**src/include/rfrx_regs.svh**
```systemverilog
// register offsets, field positions, reset values and codes of the framing block
`ifndef RFRX_REGS_SVH
`define RFRX_REGS_SVH

`define RFRX_ADDR_RX_LEN_LOW   6'h3b
`define RFRX_ADDR_SETTINGS     6'h3c
`define RFRX_ADDR_TX_HIGH      6'h3d
`define RFRX_ADDR_TX_LOW       6'h3e
`define RFRX_ADDR_FIFO         6'h3f

`define RFRX_MODE_WRITE        2'h0
`define RFRX_MODE_READ         2'h1
`define RFRX_MODE_CMD          2'h2

`define RFRX_CMD_QUERY         8'h98
`define RFRX_CMD_SHORT_LAST    8'h9c
`define RFRX_CMD_LONG          8'h9f
`define RFRX_CMD_TX_PLAIN      8'h90
`define RFRX_CMD_TX_CRC        8'h91

`define RFRX_PRESET_SHORT      8'h10
`define RFRX_PRESET_LONG       8'h20

`define RFRX_BIT_SHORT_CRC     3
`define RFRX_BIT_ALWAYS_CAL    2
`define RFRX_SETTINGS_MASK     8'h0f
`define RFRX_TX_LOW_MASK       8'hfe
`define RFRX_REG_RESET         8'h00

`define RFRX_CRC_SHORT_BITS    5'd5
`define RFRX_CRC_LONG_BITS     5'd16

`define RFRX_FIFO_DEPTH        24
`define RFRX_FIFO_LAST         5'd23
`define RFRX_FIFO_FULL         5'd24
`define RFRX_EMPTY_READ_COUNT  5'h1f

`endif

```
**src/include/rfrx_pkg.sv**
```systemverilog
// types of the framing register block
`default_nettype none
`include "rfrx_regs.svh"

package rfrx_pkg;

  typedef enum logic [1:0] {
    spi_idle  = 2'b00,
    spi_addr  = 2'b01,
    spi_write = 2'b10,
    spi_read  = 2'b11
  } rfrx_phase_type;

  typedef struct packed {
    logic [1:0]                                 sclk_sync;
    logic [1:0]                                 ncs_sync;
    logic [1:0]                                 mosi_sync;
    logic                                       sclk_prev;
    logic                                       ncs_prev;
    rfrx_phase_type                             phase;
    logic [2:0]                                 bit_count;
    logic [7:0]                                 shift_in;
    logic [7:0]                                 shift_out;
    logic [5:0]                                 addr;
    logic [7:0]                                 rx_low;
    logic [7:0]                                 settings;
    logic [7:0]                                 tx_high;
    logic [7:0]                                 tx_low;
    logic [1:0][`RFRX_FIFO_DEPTH-1:0][7:0]      mem;
    logic [1:0][4:0]                            wr_ptr;
    logic [1:0][4:0]                            rd_ptr;
    logic [1:0][4:0]                            count;
    logic                                       overflow;
    logic                                       empty_read;
    logic                                       cmd_strobe;
    logic [7:0]                                 cmd_code;
    logic                                       with_calibration;
    logic [1:0]                                 query_session;
  } rfrx_state_type;

  typedef struct packed {
    logic [1:0][7:0] slot;
    logic [1:0]      used;
  } rfrx_buffer_type;

endpackage

`default_nettype wire

```
**src/include/rfrx_stream_if.sv**
```systemverilog
// byte stream with valid and ready between the block's modules
`timescale 1ns/1ps
`default_nettype none

interface rfrx_stream_if;
  logic       valid;
  logic       ready;
  logic [7:0] data;

  modport source (output valid, output data, input ready);
  modport sink   (input valid, input data, output ready);
endinterface

`default_nettype wire

```
**src/rfrx_pair_buffer.sv**
```systemverilog
// two-entry buffer in the transmit byte path
`timescale 1ns/1ps
`default_nettype none

module rfrx_pair_buffer
  import rfrx_pkg::*;
(
  input  wire logic            clock,
  input  wire logic            rst,
  rfrx_stream_if.sink          up,
  rfrx_stream_if.source        down
);

  rfrx_buffer_type state;
  rfrx_buffer_type next_state;
  logic            take;
  logic            give;

  // =========================================================================
  // handshake
  assign up.ready   = state.used != 2'd2;
  assign down.valid = state.used != 2'd0;
  assign down.data  = state.slot[0];
  assign take       = up.valid & up.ready;
  assign give       = down.valid & down.ready;

  // =========================================================================
  // state update
  always_comb
  begin
    next_state = state;
    if (give)
    begin
      next_state.slot[0] = state.slot[1];
      next_state.used    = state.used - 2'd1;
    end
    if (take)
    begin
      next_state.slot[next_state.used[0]] = up.data;
      next_state.used = next_state.used + 2'd1;
    end
  end

  always_ff @(posedge clock)
  begin
    if (rst)
      state <= '0;
    else
      state <= next_state;
  end
endmodule

`default_nettype wire

```
**src/rfrx_framing_regs.sv**
```systemverilog
// transmit and receive framing registers with the two cyclic fifos
// Functional notes
// - commands 98h to 9Ch preset the expected receive length to 16 bits; the code presets only the low byte (3Bh), bits 11 to 8 stay rx_length_high.
// - command 9Fh presets the expected receive length to 32 bits; the code presets only the low byte (3Bh), bits 11 to 8 stay rx_length_high.
// - settings bit 3 picks a 5-bit checksum when set, 16-bit when clear.
// - the query command 98h always sends the calibration period.
// - settings bits 1 and 0 go into the session field of the query.
// - register 3Dh holds transmit byte count bits 11 to 4.
// - upper nibble of register 3Eh holds transmit byte count bits 3 to 0.
// - bits 3 to 1 of register 3Eh give the valid bits of the last byte.
// - two 24-byte fifos sit behind port 3Fh and run cyclically.
// - the unread byte count shows 1Fh after an empty fifo is read.
// - loading more than 24 bytes into a fifo sets the overflow flag.
`timescale 1ns/1ps
`default_nettype none
`include "rfrx_regs.svh"

module rfrx_framing_regs
  import rfrx_pkg::*;
(
  input  wire logic        clock,
  input  wire logic        rst,
  input  wire logic        sclk,
  input  wire logic        spi_select_n,
  input  wire logic        mosi,
  output logic             miso,
  output logic             miso_oe,
  input  wire logic [3:0]  rx_length_high,
  output logic [11:0]      rx_expected_length,
  output logic             short_checksum_select,
  output logic [4:0]       checksum_bits,
  output logic             always_send_calibration,
  output logic             session_select_high,
  output logic             session_select_low,
  output logic [11:0]      transmit_byte_count,
  output logic [2:0]       partial_byte_bit_count,
  output logic             command_strobe,
  output logic [7:0]       command_code,
  output logic             frame_with_calibration,
  output logic [1:0]       query_session,
  output logic [7:0]       tx_data,
  output logic             tx_valid,
  input  wire logic        tx_ready,
  input  wire logic [7:0]  rx_data,
  input  wire logic        rx_valid,
  output logic [4:0]       unread_fifo_byte_count,
  output logic             fifo_overflow
);

  rfrx_state_type  state;
  rfrx_state_type  next_state;
  logic [1:0]      push;
  logic [1:0]      pop;
  logic [7:0]      byte_in;
  logic            sclk_rise;
  logic            sclk_fall;

  rfrx_stream_if fill_if ();
  rfrx_stream_if drain_if ();

  // =========================================================================
  // decoding helpers
  function automatic logic is_short_preset(input logic [7:0] code);
    return code >= `RFRX_CMD_QUERY && code <= `RFRX_CMD_SHORT_LAST;
  endfunction

  function automatic logic is_long_preset(input logic [7:0] code);
    return code == `RFRX_CMD_LONG;
  endfunction

  function automatic logic [4:0] next_ptr(input logic [4:0] ptr);
    return (ptr == `RFRX_FIFO_LAST) ? 5'd0 : ptr + 5'd1;
  endfunction

  function automatic logic [7:0] read_reg(input logic [5:0]     a,
                                          input rfrx_state_type st);
    unique case (a)
      `RFRX_ADDR_RX_LEN_LOW: return st.rx_low;
      `RFRX_ADDR_SETTINGS:   return st.settings;
      `RFRX_ADDR_TX_HIGH:    return st.tx_high;
      `RFRX_ADDR_TX_LOW:     return st.tx_low;
      `RFRX_ADDR_FIFO:
        return (st.count[1] != 5'd0) ? st.mem[1][st.rd_ptr[1]] : 8'h00;
      default:               return 8'h00;
    endcase
  endfunction

  // =========================================================================
  // serial port edges
  assign sclk_rise = state.sclk_sync[1] & ~state.sclk_prev;
  assign sclk_fall = ~state.sclk_sync[1] & state.sclk_prev;

  // =========================================================================
  // next state
  always_comb
  begin
    logic take;
    logic give;
    take = 1'b0;
    give = 1'b0;
    next_state = state;
    byte_in = {state.shift_in[6:0], state.mosi_sync[1]};
    push = 2'b00;
    pop = 2'b00;
    next_state.sclk_sync = {state.sclk_sync[0], sclk};
    next_state.ncs_sync = {state.ncs_sync[0], spi_select_n};
    next_state.mosi_sync = {state.mosi_sync[0], mosi};
    next_state.sclk_prev = state.sclk_sync[1];
    next_state.ncs_prev = state.ncs_sync[1];
    next_state.cmd_strobe = 1'b0;
    pop[0] = fill_if.valid & fill_if.ready;
    push[1] = rx_valid;
    if (state.ncs_sync[1])
    begin
      next_state.phase = spi_idle;
      next_state.bit_count = 3'd0;
    end
    else if (state.ncs_prev)
    begin
      next_state.phase = spi_addr;
      next_state.bit_count = 3'd0;
    end
    else if (sclk_rise)
    begin
      next_state.shift_in = byte_in;
      next_state.bit_count = state.bit_count + 3'd1;
      if (state.bit_count == 3'd7)
      begin
        unique case (state.phase)
          spi_addr:
          begin
            next_state.addr = byte_in[5:0];
            if (byte_in[7:6] == `RFRX_MODE_CMD)
            begin
              next_state.phase = spi_idle;
              next_state.cmd_strobe = 1'b1;
              next_state.cmd_code = byte_in;
              next_state.overflow = 1'b0;
              next_state.with_calibration = (byte_in == `RFRX_CMD_QUERY)
                | (state.settings[`RFRX_BIT_ALWAYS_CAL]
                   & (byte_in == `RFRX_CMD_TX_PLAIN
                      | byte_in == `RFRX_CMD_TX_CRC));
              if (byte_in == `RFRX_CMD_QUERY)
                next_state.query_session = state.settings[1:0];
              if (is_short_preset(byte_in))
                next_state.rx_low = `RFRX_PRESET_SHORT;
              if (is_long_preset(byte_in))
                next_state.rx_low = `RFRX_PRESET_LONG;
            end
            else if (byte_in[7:6] == `RFRX_MODE_WRITE)
              next_state.phase = spi_write;
            else if (byte_in[7:6] == `RFRX_MODE_READ)
            begin
              next_state.phase = spi_read;
              next_state.shift_out = read_reg(byte_in[5:0], state);
            end
            else
              next_state.phase = spi_idle;
          end
          spi_write:
          begin
            // register and fifo writes, reserved bits held at zero
            unique case (state.addr)
              `RFRX_ADDR_RX_LEN_LOW: next_state.rx_low = byte_in;
              `RFRX_ADDR_SETTINGS:
                next_state.settings = byte_in & `RFRX_SETTINGS_MASK;
              `RFRX_ADDR_TX_HIGH:    next_state.tx_high = byte_in;
              `RFRX_ADDR_TX_LOW:
                next_state.tx_low = byte_in & `RFRX_TX_LOW_MASK;
              `RFRX_ADDR_FIFO:       push[0] = 1'b1;
              default:               next_state.addr = state.addr;
            endcase
          end
          spi_read:
          begin
            // pop the byte just sent, show the next
            pop[1] = state.addr == `RFRX_ADDR_FIFO;
            next_state.shift_out = read_reg(state.addr, state);
            if (pop[1])
              next_state.shift_out = (state.count[1] > 5'd1)
                ? state.mem[1][next_ptr(state.rd_ptr[1])]
                : (push[1] && state.count[1] == 5'd1) ? rx_data : 8'h00;
          end
          spi_idle: next_state.phase = spi_idle;
        endcase
      end
    end
    else if (sclk_fall && state.bit_count != 3'd0
             && state.phase == spi_read)
      next_state.shift_out = {state.shift_out[6:0], 1'b0};

    // cyclic fifo banks, bank 0 transmit, bank 1 receive
    for (int b = 0; b < 2; b++)
    begin
      take = push[b] && state.count[b] != `RFRX_FIFO_FULL;
      give = pop[b] && state.count[b] != 5'd0;
      if (push[b] && !take)
        next_state.overflow = 1'b1;
      if (take)
      begin
        next_state.mem[b][state.wr_ptr[b]] = (b == 0) ? byte_in : rx_data;
        next_state.wr_ptr[b] = next_ptr(state.wr_ptr[b]);
      end
      if (give)
        next_state.rd_ptr[b] = next_ptr(state.rd_ptr[b]);
      next_state.count[b] = state.count[b] + {4'd0, take} - {4'd0, give};
    end

    if (push[1])
      next_state.empty_read = 1'b0;
    if (pop[1] && state.count[1] == 5'd0)
      next_state.empty_read = 1'b1;
  end

  always_ff @(posedge clock)
  begin
    if (rst)
    begin
      state <= '0;
      state.ncs_sync <= 2'b11;
      state.ncs_prev <= 1'b1;
    end
    else
      state <= next_state;
  end

  // =========================================================================
  // transmit path through the pair buffer
  assign fill_if.valid = state.count[0] != 5'd0;
  assign fill_if.data = state.mem[0][state.rd_ptr[0]];
  assign drain_if.ready = tx_ready;
  assign tx_valid = drain_if.valid;
  assign tx_data = drain_if.data;

  rfrx_pair_buffer rfrx_pair_buffer_i (
    .clock (clock),
    .rst   (rst),
    .up    (fill_if),
    .down  (drain_if)
  );

  // =========================================================================
  // outputs
  assign miso = state.shift_out[7];
  assign miso_oe = ~state.ncs_sync[1] & (state.phase == spi_read);
  assign rx_expected_length = {rx_length_high, state.rx_low};
  assign short_checksum_select = state.settings[`RFRX_BIT_SHORT_CRC];
  assign checksum_bits = short_checksum_select ? `RFRX_CRC_SHORT_BITS
                                               : `RFRX_CRC_LONG_BITS;
  assign always_send_calibration = state.settings[`RFRX_BIT_ALWAYS_CAL];
  assign session_select_high = state.settings[1];
  assign session_select_low = state.settings[0];
  assign transmit_byte_count = {state.tx_high, state.tx_low[7:4]};
  assign partial_byte_bit_count = state.tx_low[3:1];
  assign command_strobe = state.cmd_strobe;
  assign command_code = state.cmd_code;
  assign frame_with_calibration = state.with_calibration;
  assign query_session = state.query_session;
  assign unread_fifo_byte_count = state.empty_read ? `RFRX_EMPTY_READ_COUNT
                                                   : state.count[1];
  assign fifo_overflow = state.overflow;
endmodule

`default_nettype wire

```
**config.mk**
```make
export PLATFORM = sky130hd
export DESIGN_NAME = rfrx_framing_regs
export DESIGN_NICKNAME = d
export VERILOG_FILES = /design/src/include/rfrx_pkg.sv /design/src/include/rfrx_stream_if.sv /design/src/rfrx_pair_buffer.sv /design/src/rfrx_framing_regs.sv
export VERILOG_INCLUDE_DIRS = /design/src /design/src/include
export SDC_FILE = /design/constraint.sdc
export NUM_CORES = 1
export LEC_CHECK = 0
export BUFFER_PORTS_ARGS = -buffer_cell sky130_fd_sc_hd__buf_2
export CAP_MARGIN = 30
export CORE_UTILIZATION = 63
export CTS_CLUSTER_DIAMETER = 200
export DETAILED_ROUTE_END_ITERATION = 8
export PLACE_DENSITY_LB_ADDON = 0.1
export SYNTH_ARGS = -nofsm -noshare
export SYNTH_HDL_FRONTEND = slang
export SYNTH_HIERARCHICAL = 1
export SYNTH_SLANG_ARGS = --single-unit
export TNS_END_PERCENT = 1
```
**constraint.sdc**
```tcl
create_clock -name clock -period 3.48 [get_ports clock]
set_clock_uncertainty 0.05 [all_clocks]
set_input_delay 0.522 -clock clock [delete_from_list [all_inputs] [get_ports clock]]
set_output_delay 0.522 -clock clock [all_outputs]
set_load 0.01 [all_outputs]
```
* After elaboration in Yosys (flattened, before gate mapping)
Cells that the tools add are included.
Cells by class: $add $sub $neg 11, magnitude comparators 12, equality and inequality tests 38, mux-type cells 75, bitwise logic cells 16, reductions and logical operators 49
Operator list (number):
- $bwmux 192 | 2
- $mux 8 | 21
- $bmux 8 s5 | 3
- $demux 8 s5 | 2
- $eq 6x6->1 const B | 10
- $mux 46 | 1
- $pmux 8 s5 | 1
- $reduce_and 6->1 | 6
- $eq 8x8->1 const B | 4
- $pmux 8 s4 | 1
- $lt 5x6->1 const B | 5
- $mux 5 | 6
- $pmux 14 s2 | 1
- $mux 12 | 2
- $mux 1 | 22
- $add 5x1->5 const B | 4
- $eq 5x5->1 const B | 4
- $mux 10 | 2
- $mux 20 | 1
- $reduce_bool 3->1 | 6
- $bwmux 16 | 1
- $pmux 8 s2 | 1
- $reduce_and 8->1 | 2
- $logic_and 1x1->1 | 14
- 37 further kinds | 79
Storage, ports and cells: bits in registers 508, output and inout port bits 65, logic and storage cells 279

* Longest topological paths before layout
depth in word-level cells 12, gate-level depth with buffers 15, gate-level depth less buffers 13

* By module
Netlist, hierarchy kept.
Modules (own cells, without submodules):
- rfrx_framing_regs | times used 1, cells an instance 2604, area an instance 24435.9 um^2, seq. area each 9789.4 um^2
- rfrx_pair_buffer | times used 1, cells an instance 91, area an instance 912.1 um^2, seq. area each 360.3 um^2

* Worst setup path before layout
OpenSTA, ideal clock, no wires.
kind register -> register, from reg state (netlist bit next_state[487]), to reg state[18] (netlist bit), data arrival time 3.034 ns, data required time 3.360 ns, path slack 0.325 ns, cell stages (with the launch flop) 14, buffers on the path 1, clock period less this slack 3.155 ns, cells stage by stage dfxtp_1 -> nor4b_4 -> and3_1 -> and3_1 -> clkbuf_1 -> inv_1 -> ha_1 -> inv_1 -> ha_1 -> fa_1 -> a21oi_1 -> nor2_1 -> or3_1 -> a21oi_1
On the way: cells in the longest elaborated chain, start to end 4
Ends and longest elaborated chain:
- from (decl) | RTL line rfrx_framing_regs.sv:50 | rfrx_state_type state;
- from (signal assigned) | RTL line rfrx_framing_regs.sv:224 | state <= next_state;
- $mux 1 | RTL line rfrx_framing_regs.sv:113 | if (state.ncs_sync[1])
- $logic_and 1x1->1 (no line)
- $add 5x1->5 | RTL line rfrx_framing_regs.sv:206 | next_state.count[b] = state.count[b] + {4'd0, take} - {4'd0, give};
- $sub 5x1->5 | RTL line rfrx_framing_regs.sv:206
No other way between the ends. A chain may end at the register's enable or synchronous reset.

* Final worst setup path
from reg state[483] (netlist bit), to reg state[18] (netlist bit)
On the way: cells in the longest elaborated chain, start to end 8
Ends and longest elaborated chain:
- $eq 3x3->1 | RTL line rfrx_framing_regs.sv:127 | if (state.bit_count == 3'd7)
- $mux 1 | RTL line rfrx_framing_regs.sv:127
- $mux 1 | RTL line rfrx_framing_regs.sv:123 | else if (sclk_rise)
- $mux 1 | RTL line rfrx_framing_regs.sv:118 | else if (state.ncs_prev)
- $mux 1 | RTL line rfrx_framing_regs.sv:113
- $logic_and 1x1->1 (no line)
- $add 5x1->5 | RTL line rfrx_framing_regs.sv:206
- $sub 5x1->5 | RTL line rfrx_framing_regs.sv:206
No other way between the ends.

==> impl_metrics.env <==
export IMPL_antenna_cells=0
export IMPL_slowest_delay_ps=430
export IMPL_drc=0
export IMPL_dp_final_hpwl_um=47500
export IMPL_fp_row_count=73
export IMPL_cts_hold_buf=0
export IMPL_cts_setup_buffers=0
export IMPL_period_needed_ps=3140
export IMPL_timing_worst_slew_pin_value_ps=1040
export IMPL_cp_arrival_ps=3610
export IMPL_p_seq_share_pct=44.5
export IMPL_clk_path_buf_depth=3
export IMPL_placed_area_mm2=0.0256
export IMPL_critical_path_cell_chain="ha_1, ha_1, and3_1, and3_1, inv_1, ha_1, inv_1, ha_1, fa_1, a21oi_1, nor2_1, or3_1, a21oi_1"
export IMPL_core_area_mm2=0.0397
export IMPL_p_total_mw=13.6
export IMPL_cp_top_family="adder cells"
export IMPL_syn_cell_area_mm2=0.0253
export IMPL_place_congestion=0.935
export IMPL_antenna_left=0
export IMPL_fill_cells=3108
export IMPL_numCtsBuffers=52
export IMPL_p_comb_share_pct=13.9
export IMPL_synth_flop_cell="dfxtp_1"
export IMPL_antenna_found_initial=1
export IMPL_cp_start_kind="register"
export IMPL_num_vias=20651
export IMPL_clock_sinks=507
export IMPL_post_place_ws_ps=390
export IMPL_grt_overflow=0
export IMPL_final_area_mm2=0.0274
export IMPL_peakVddDrop_mv=0.399
export IMPL_cts_resized=0
export IMPL_worstPathMaxFanout=5
export IMPL_synth_most_common_cell="dfxtp_1"
export IMPL_wl_um=71600
export IMPL_setup_violations=0
export IMPL_drv_slew=0
export IMPL_htree_levels=2
export IMPL_crit_buf_inv=2
export IMPL_cts_tree="yes"
export IMPL_required_ps=3950
export IMPL_grt_max_degree=157
export IMPL_vias_per_cell=6.52
export IMPL_outcome="complete, no violations"
export IMPL_wl_per_cell_um=22.6
export IMPL_critPathSlowestCell="fa_1"
export IMPL_clkPwrFrac_pct=41.6
export IMPL_synth_seq_cells=507
export IMPL_port_buffers=73
export IMPL_fin_ws_ps=340
export IMPL_die_h_um=203
export IMPL_fin_crit_sh_pct=90.2
export IMPL_clock_latency_ps=610
export IMPL_clkTransAtPathRegs_ps=60
export IMPL_synth_adder_area_share_pct=1.74
export IMPL_synth_top_family_by_area="multiplexers"
export IMPL_utilization_pct=68.9
export IMPL_firstDrtPassIters=6
export IMPL_setup_tns_final_ps=0
export IMPL_timing_critical_path_mode_cell="ha_1"
export IMPL_die_area_mm2=0.0410
export IMPL_nNetsFinal=2657
export IMPL_synth_compound_area_share_pct=12.9
export IMPL_synth_cell_types=78
export IMPL_sw_frac_of_total_pct=26.8
export IMPL_min_path_type="input port to register"
export IMPL_synth_edf_count=0
export IMPL_start_util_pct=63.8
export IMPL_synthMuxAreaShare_pct=24.0
export IMPL_synth_common_cells="dfxtp_1, nand2_1, nor2_1, mux2i_1, a21oi_1"
export IMPL_hold_viol=0
export IMPL_drive_gt1_share_pct=16.7
export IMPL_yosysWarnings=6
export IMPL_synthTopCellsByArea="dfxtp_1, mux4_2, mux2i_1"
export IMPL_synth_top_cell_area_share_pct=40.0
export IMPL_yosys_area_share_xor_xnor_pct=0.652
export IMPL_async_flop_share_pct=0
export IMPL_drt_initial_drc_count=2036
export IMPL_power_density_mw_per_mm2=498
export IMPL_rsz0062_at_grt="false"
export IMPL_p_leak_nw=10.5
export IMPL_worst_setup_path_end_kind="register"
export IMPL_seq_area_frac_synth_pct=40.0
export IMPL_cts_root_buf="clkbuf_16"
export IMPL_internal_power_mw=9.99
export IMPL_yosys_area_top_type="dfxtp_1"
export IMPL_syn_avg_cell_area_um2=9.41
export IMPL_area_delta_synth_final_pct=8.02
export IMPL_slew_headroom_pct=30.4
export IMPL_maxCapViolCount=0
export IMPL_synthCells=2695
export IMPL_path_class="register to register"
export IMPL_die_w_um=203
export IMPL_grt_use_total_pct=34.8
export IMPL_grt_first_pass_wirelength_um=113000
export IMPL_pin_count=84
export IMPL_switching_power_mw=3.65
export IMPL_yosys_area_share_simple_pct=14.7
export IMPL_grt_pass1_vias=20065
export IMPL_max_freq_mhz=318
[layer usage]
layer  up-vias  wire length (um)  GRT usage, %
met4         2              3360          17.5
li1       9368                 -             -
met1     10138             28100          44.3
met3       190              5100          5.15
met2       953             35000          57.9
met5         -                12             0
[cell type report]
type | instances | area [um2] | share of cell area (%)
Clock buffer | 70 | 1520 | 5.56
Clock inverter | 24 | 213 | 0.777
Sequential cell | 507 | 10200 | 37.1
Multi-Input combinational cell | 1855 | 13700 | 49.9
Timing Repair Buffer | 145 | 991 | 3.62
Tap cell | 525 | 657 | 2.40
Inverter | 43 | 161 | 0.589
[flip-flops by register name, indices dropped and copies added (netlist names), 2 cells and up]
name and count:
partial_byte_bit_count 3, transmit_byte_count 12, command_code 8, next_state 5
rfrx_pair_buffer_i/state 10, rx_expected_length 8, query_session 2, state 435
rfrx_pair_buffer_i/down.data 8, byte_in 8
[power groups by stage]
stage	clock network (mW)	logic, mW	registers (mW)
6_report	5.67	1.89	6.07
5_1_grt	5.98	2.06	6.08
4_1_cts	5.73	1.88	6.07
3_5_place_dp	0	1.88	6.19
3_3_place_gp	0	1.83	6.19
2_1_floorplan	0	1.48	6.11
[through the flow]
| step | std cells | hold WS [ps] |
|---|---|---|
| after floorplan | 2696 | 339 |
| after global placement | 3075 | 378 |
| after detailed placement | 3075 | 382 |
| after CTS | 3169 | 38.8 |
| after global routing | 3169 | 65.5 |
| final | 3169 | 62.0 |
[kinds of logic (layout without fill, tap and decap cells)]
kind of cell             after synthesis  count (layout)
AND/OR/NAND/NOR                      812             812
XOR/XNOR                              18              18
buffers and inverters                334             282
adder cells (fa/ha/maj)               34              34
multiplexers                         421             421
AO/OA/AOI/OAI                        568             568
other                                  1               2
flip-flops                           507             507
[cell usage in the layout, fill, tap and decap left out, types with 9 or more instances in the layout]
cell type  count
o22ai_1       10
or3_1         11
buf_4         66
buf_2         72
a22oi_1       17
nor3_1        32
mux2i_1      265
ha_1          31
nand4_1       10
nand2b_1      11
clkbuf_8      11
xnor2_1        9
inv_1         41
mux4_2       148
nor2_1       286
nor2b_1       19
nand2_1      288
a211oi_1      16
o211ai_1      13
dfxtp_1      502
clkbuf_16     54
or2_2          9
clkinv_2      18
a21oi_1      260
nand3_1       78
o21ai_0      176
and3_1        11
[path summary, 6_finish.rpt]
check / startpoint / endpoint / slack [ps] / depth (start not counted)
worst max-delay path: state[483] / state[18] / 340 / 13
worst min-delay path: spi_select_n / next_state[492] / 60 / 2
worst max register to register: state[483] / state[18] / 340 / 13
worst min register to register: next_state[490] / byte_in[0] / 390 / 1
Power figures use the tool's default switching activity.
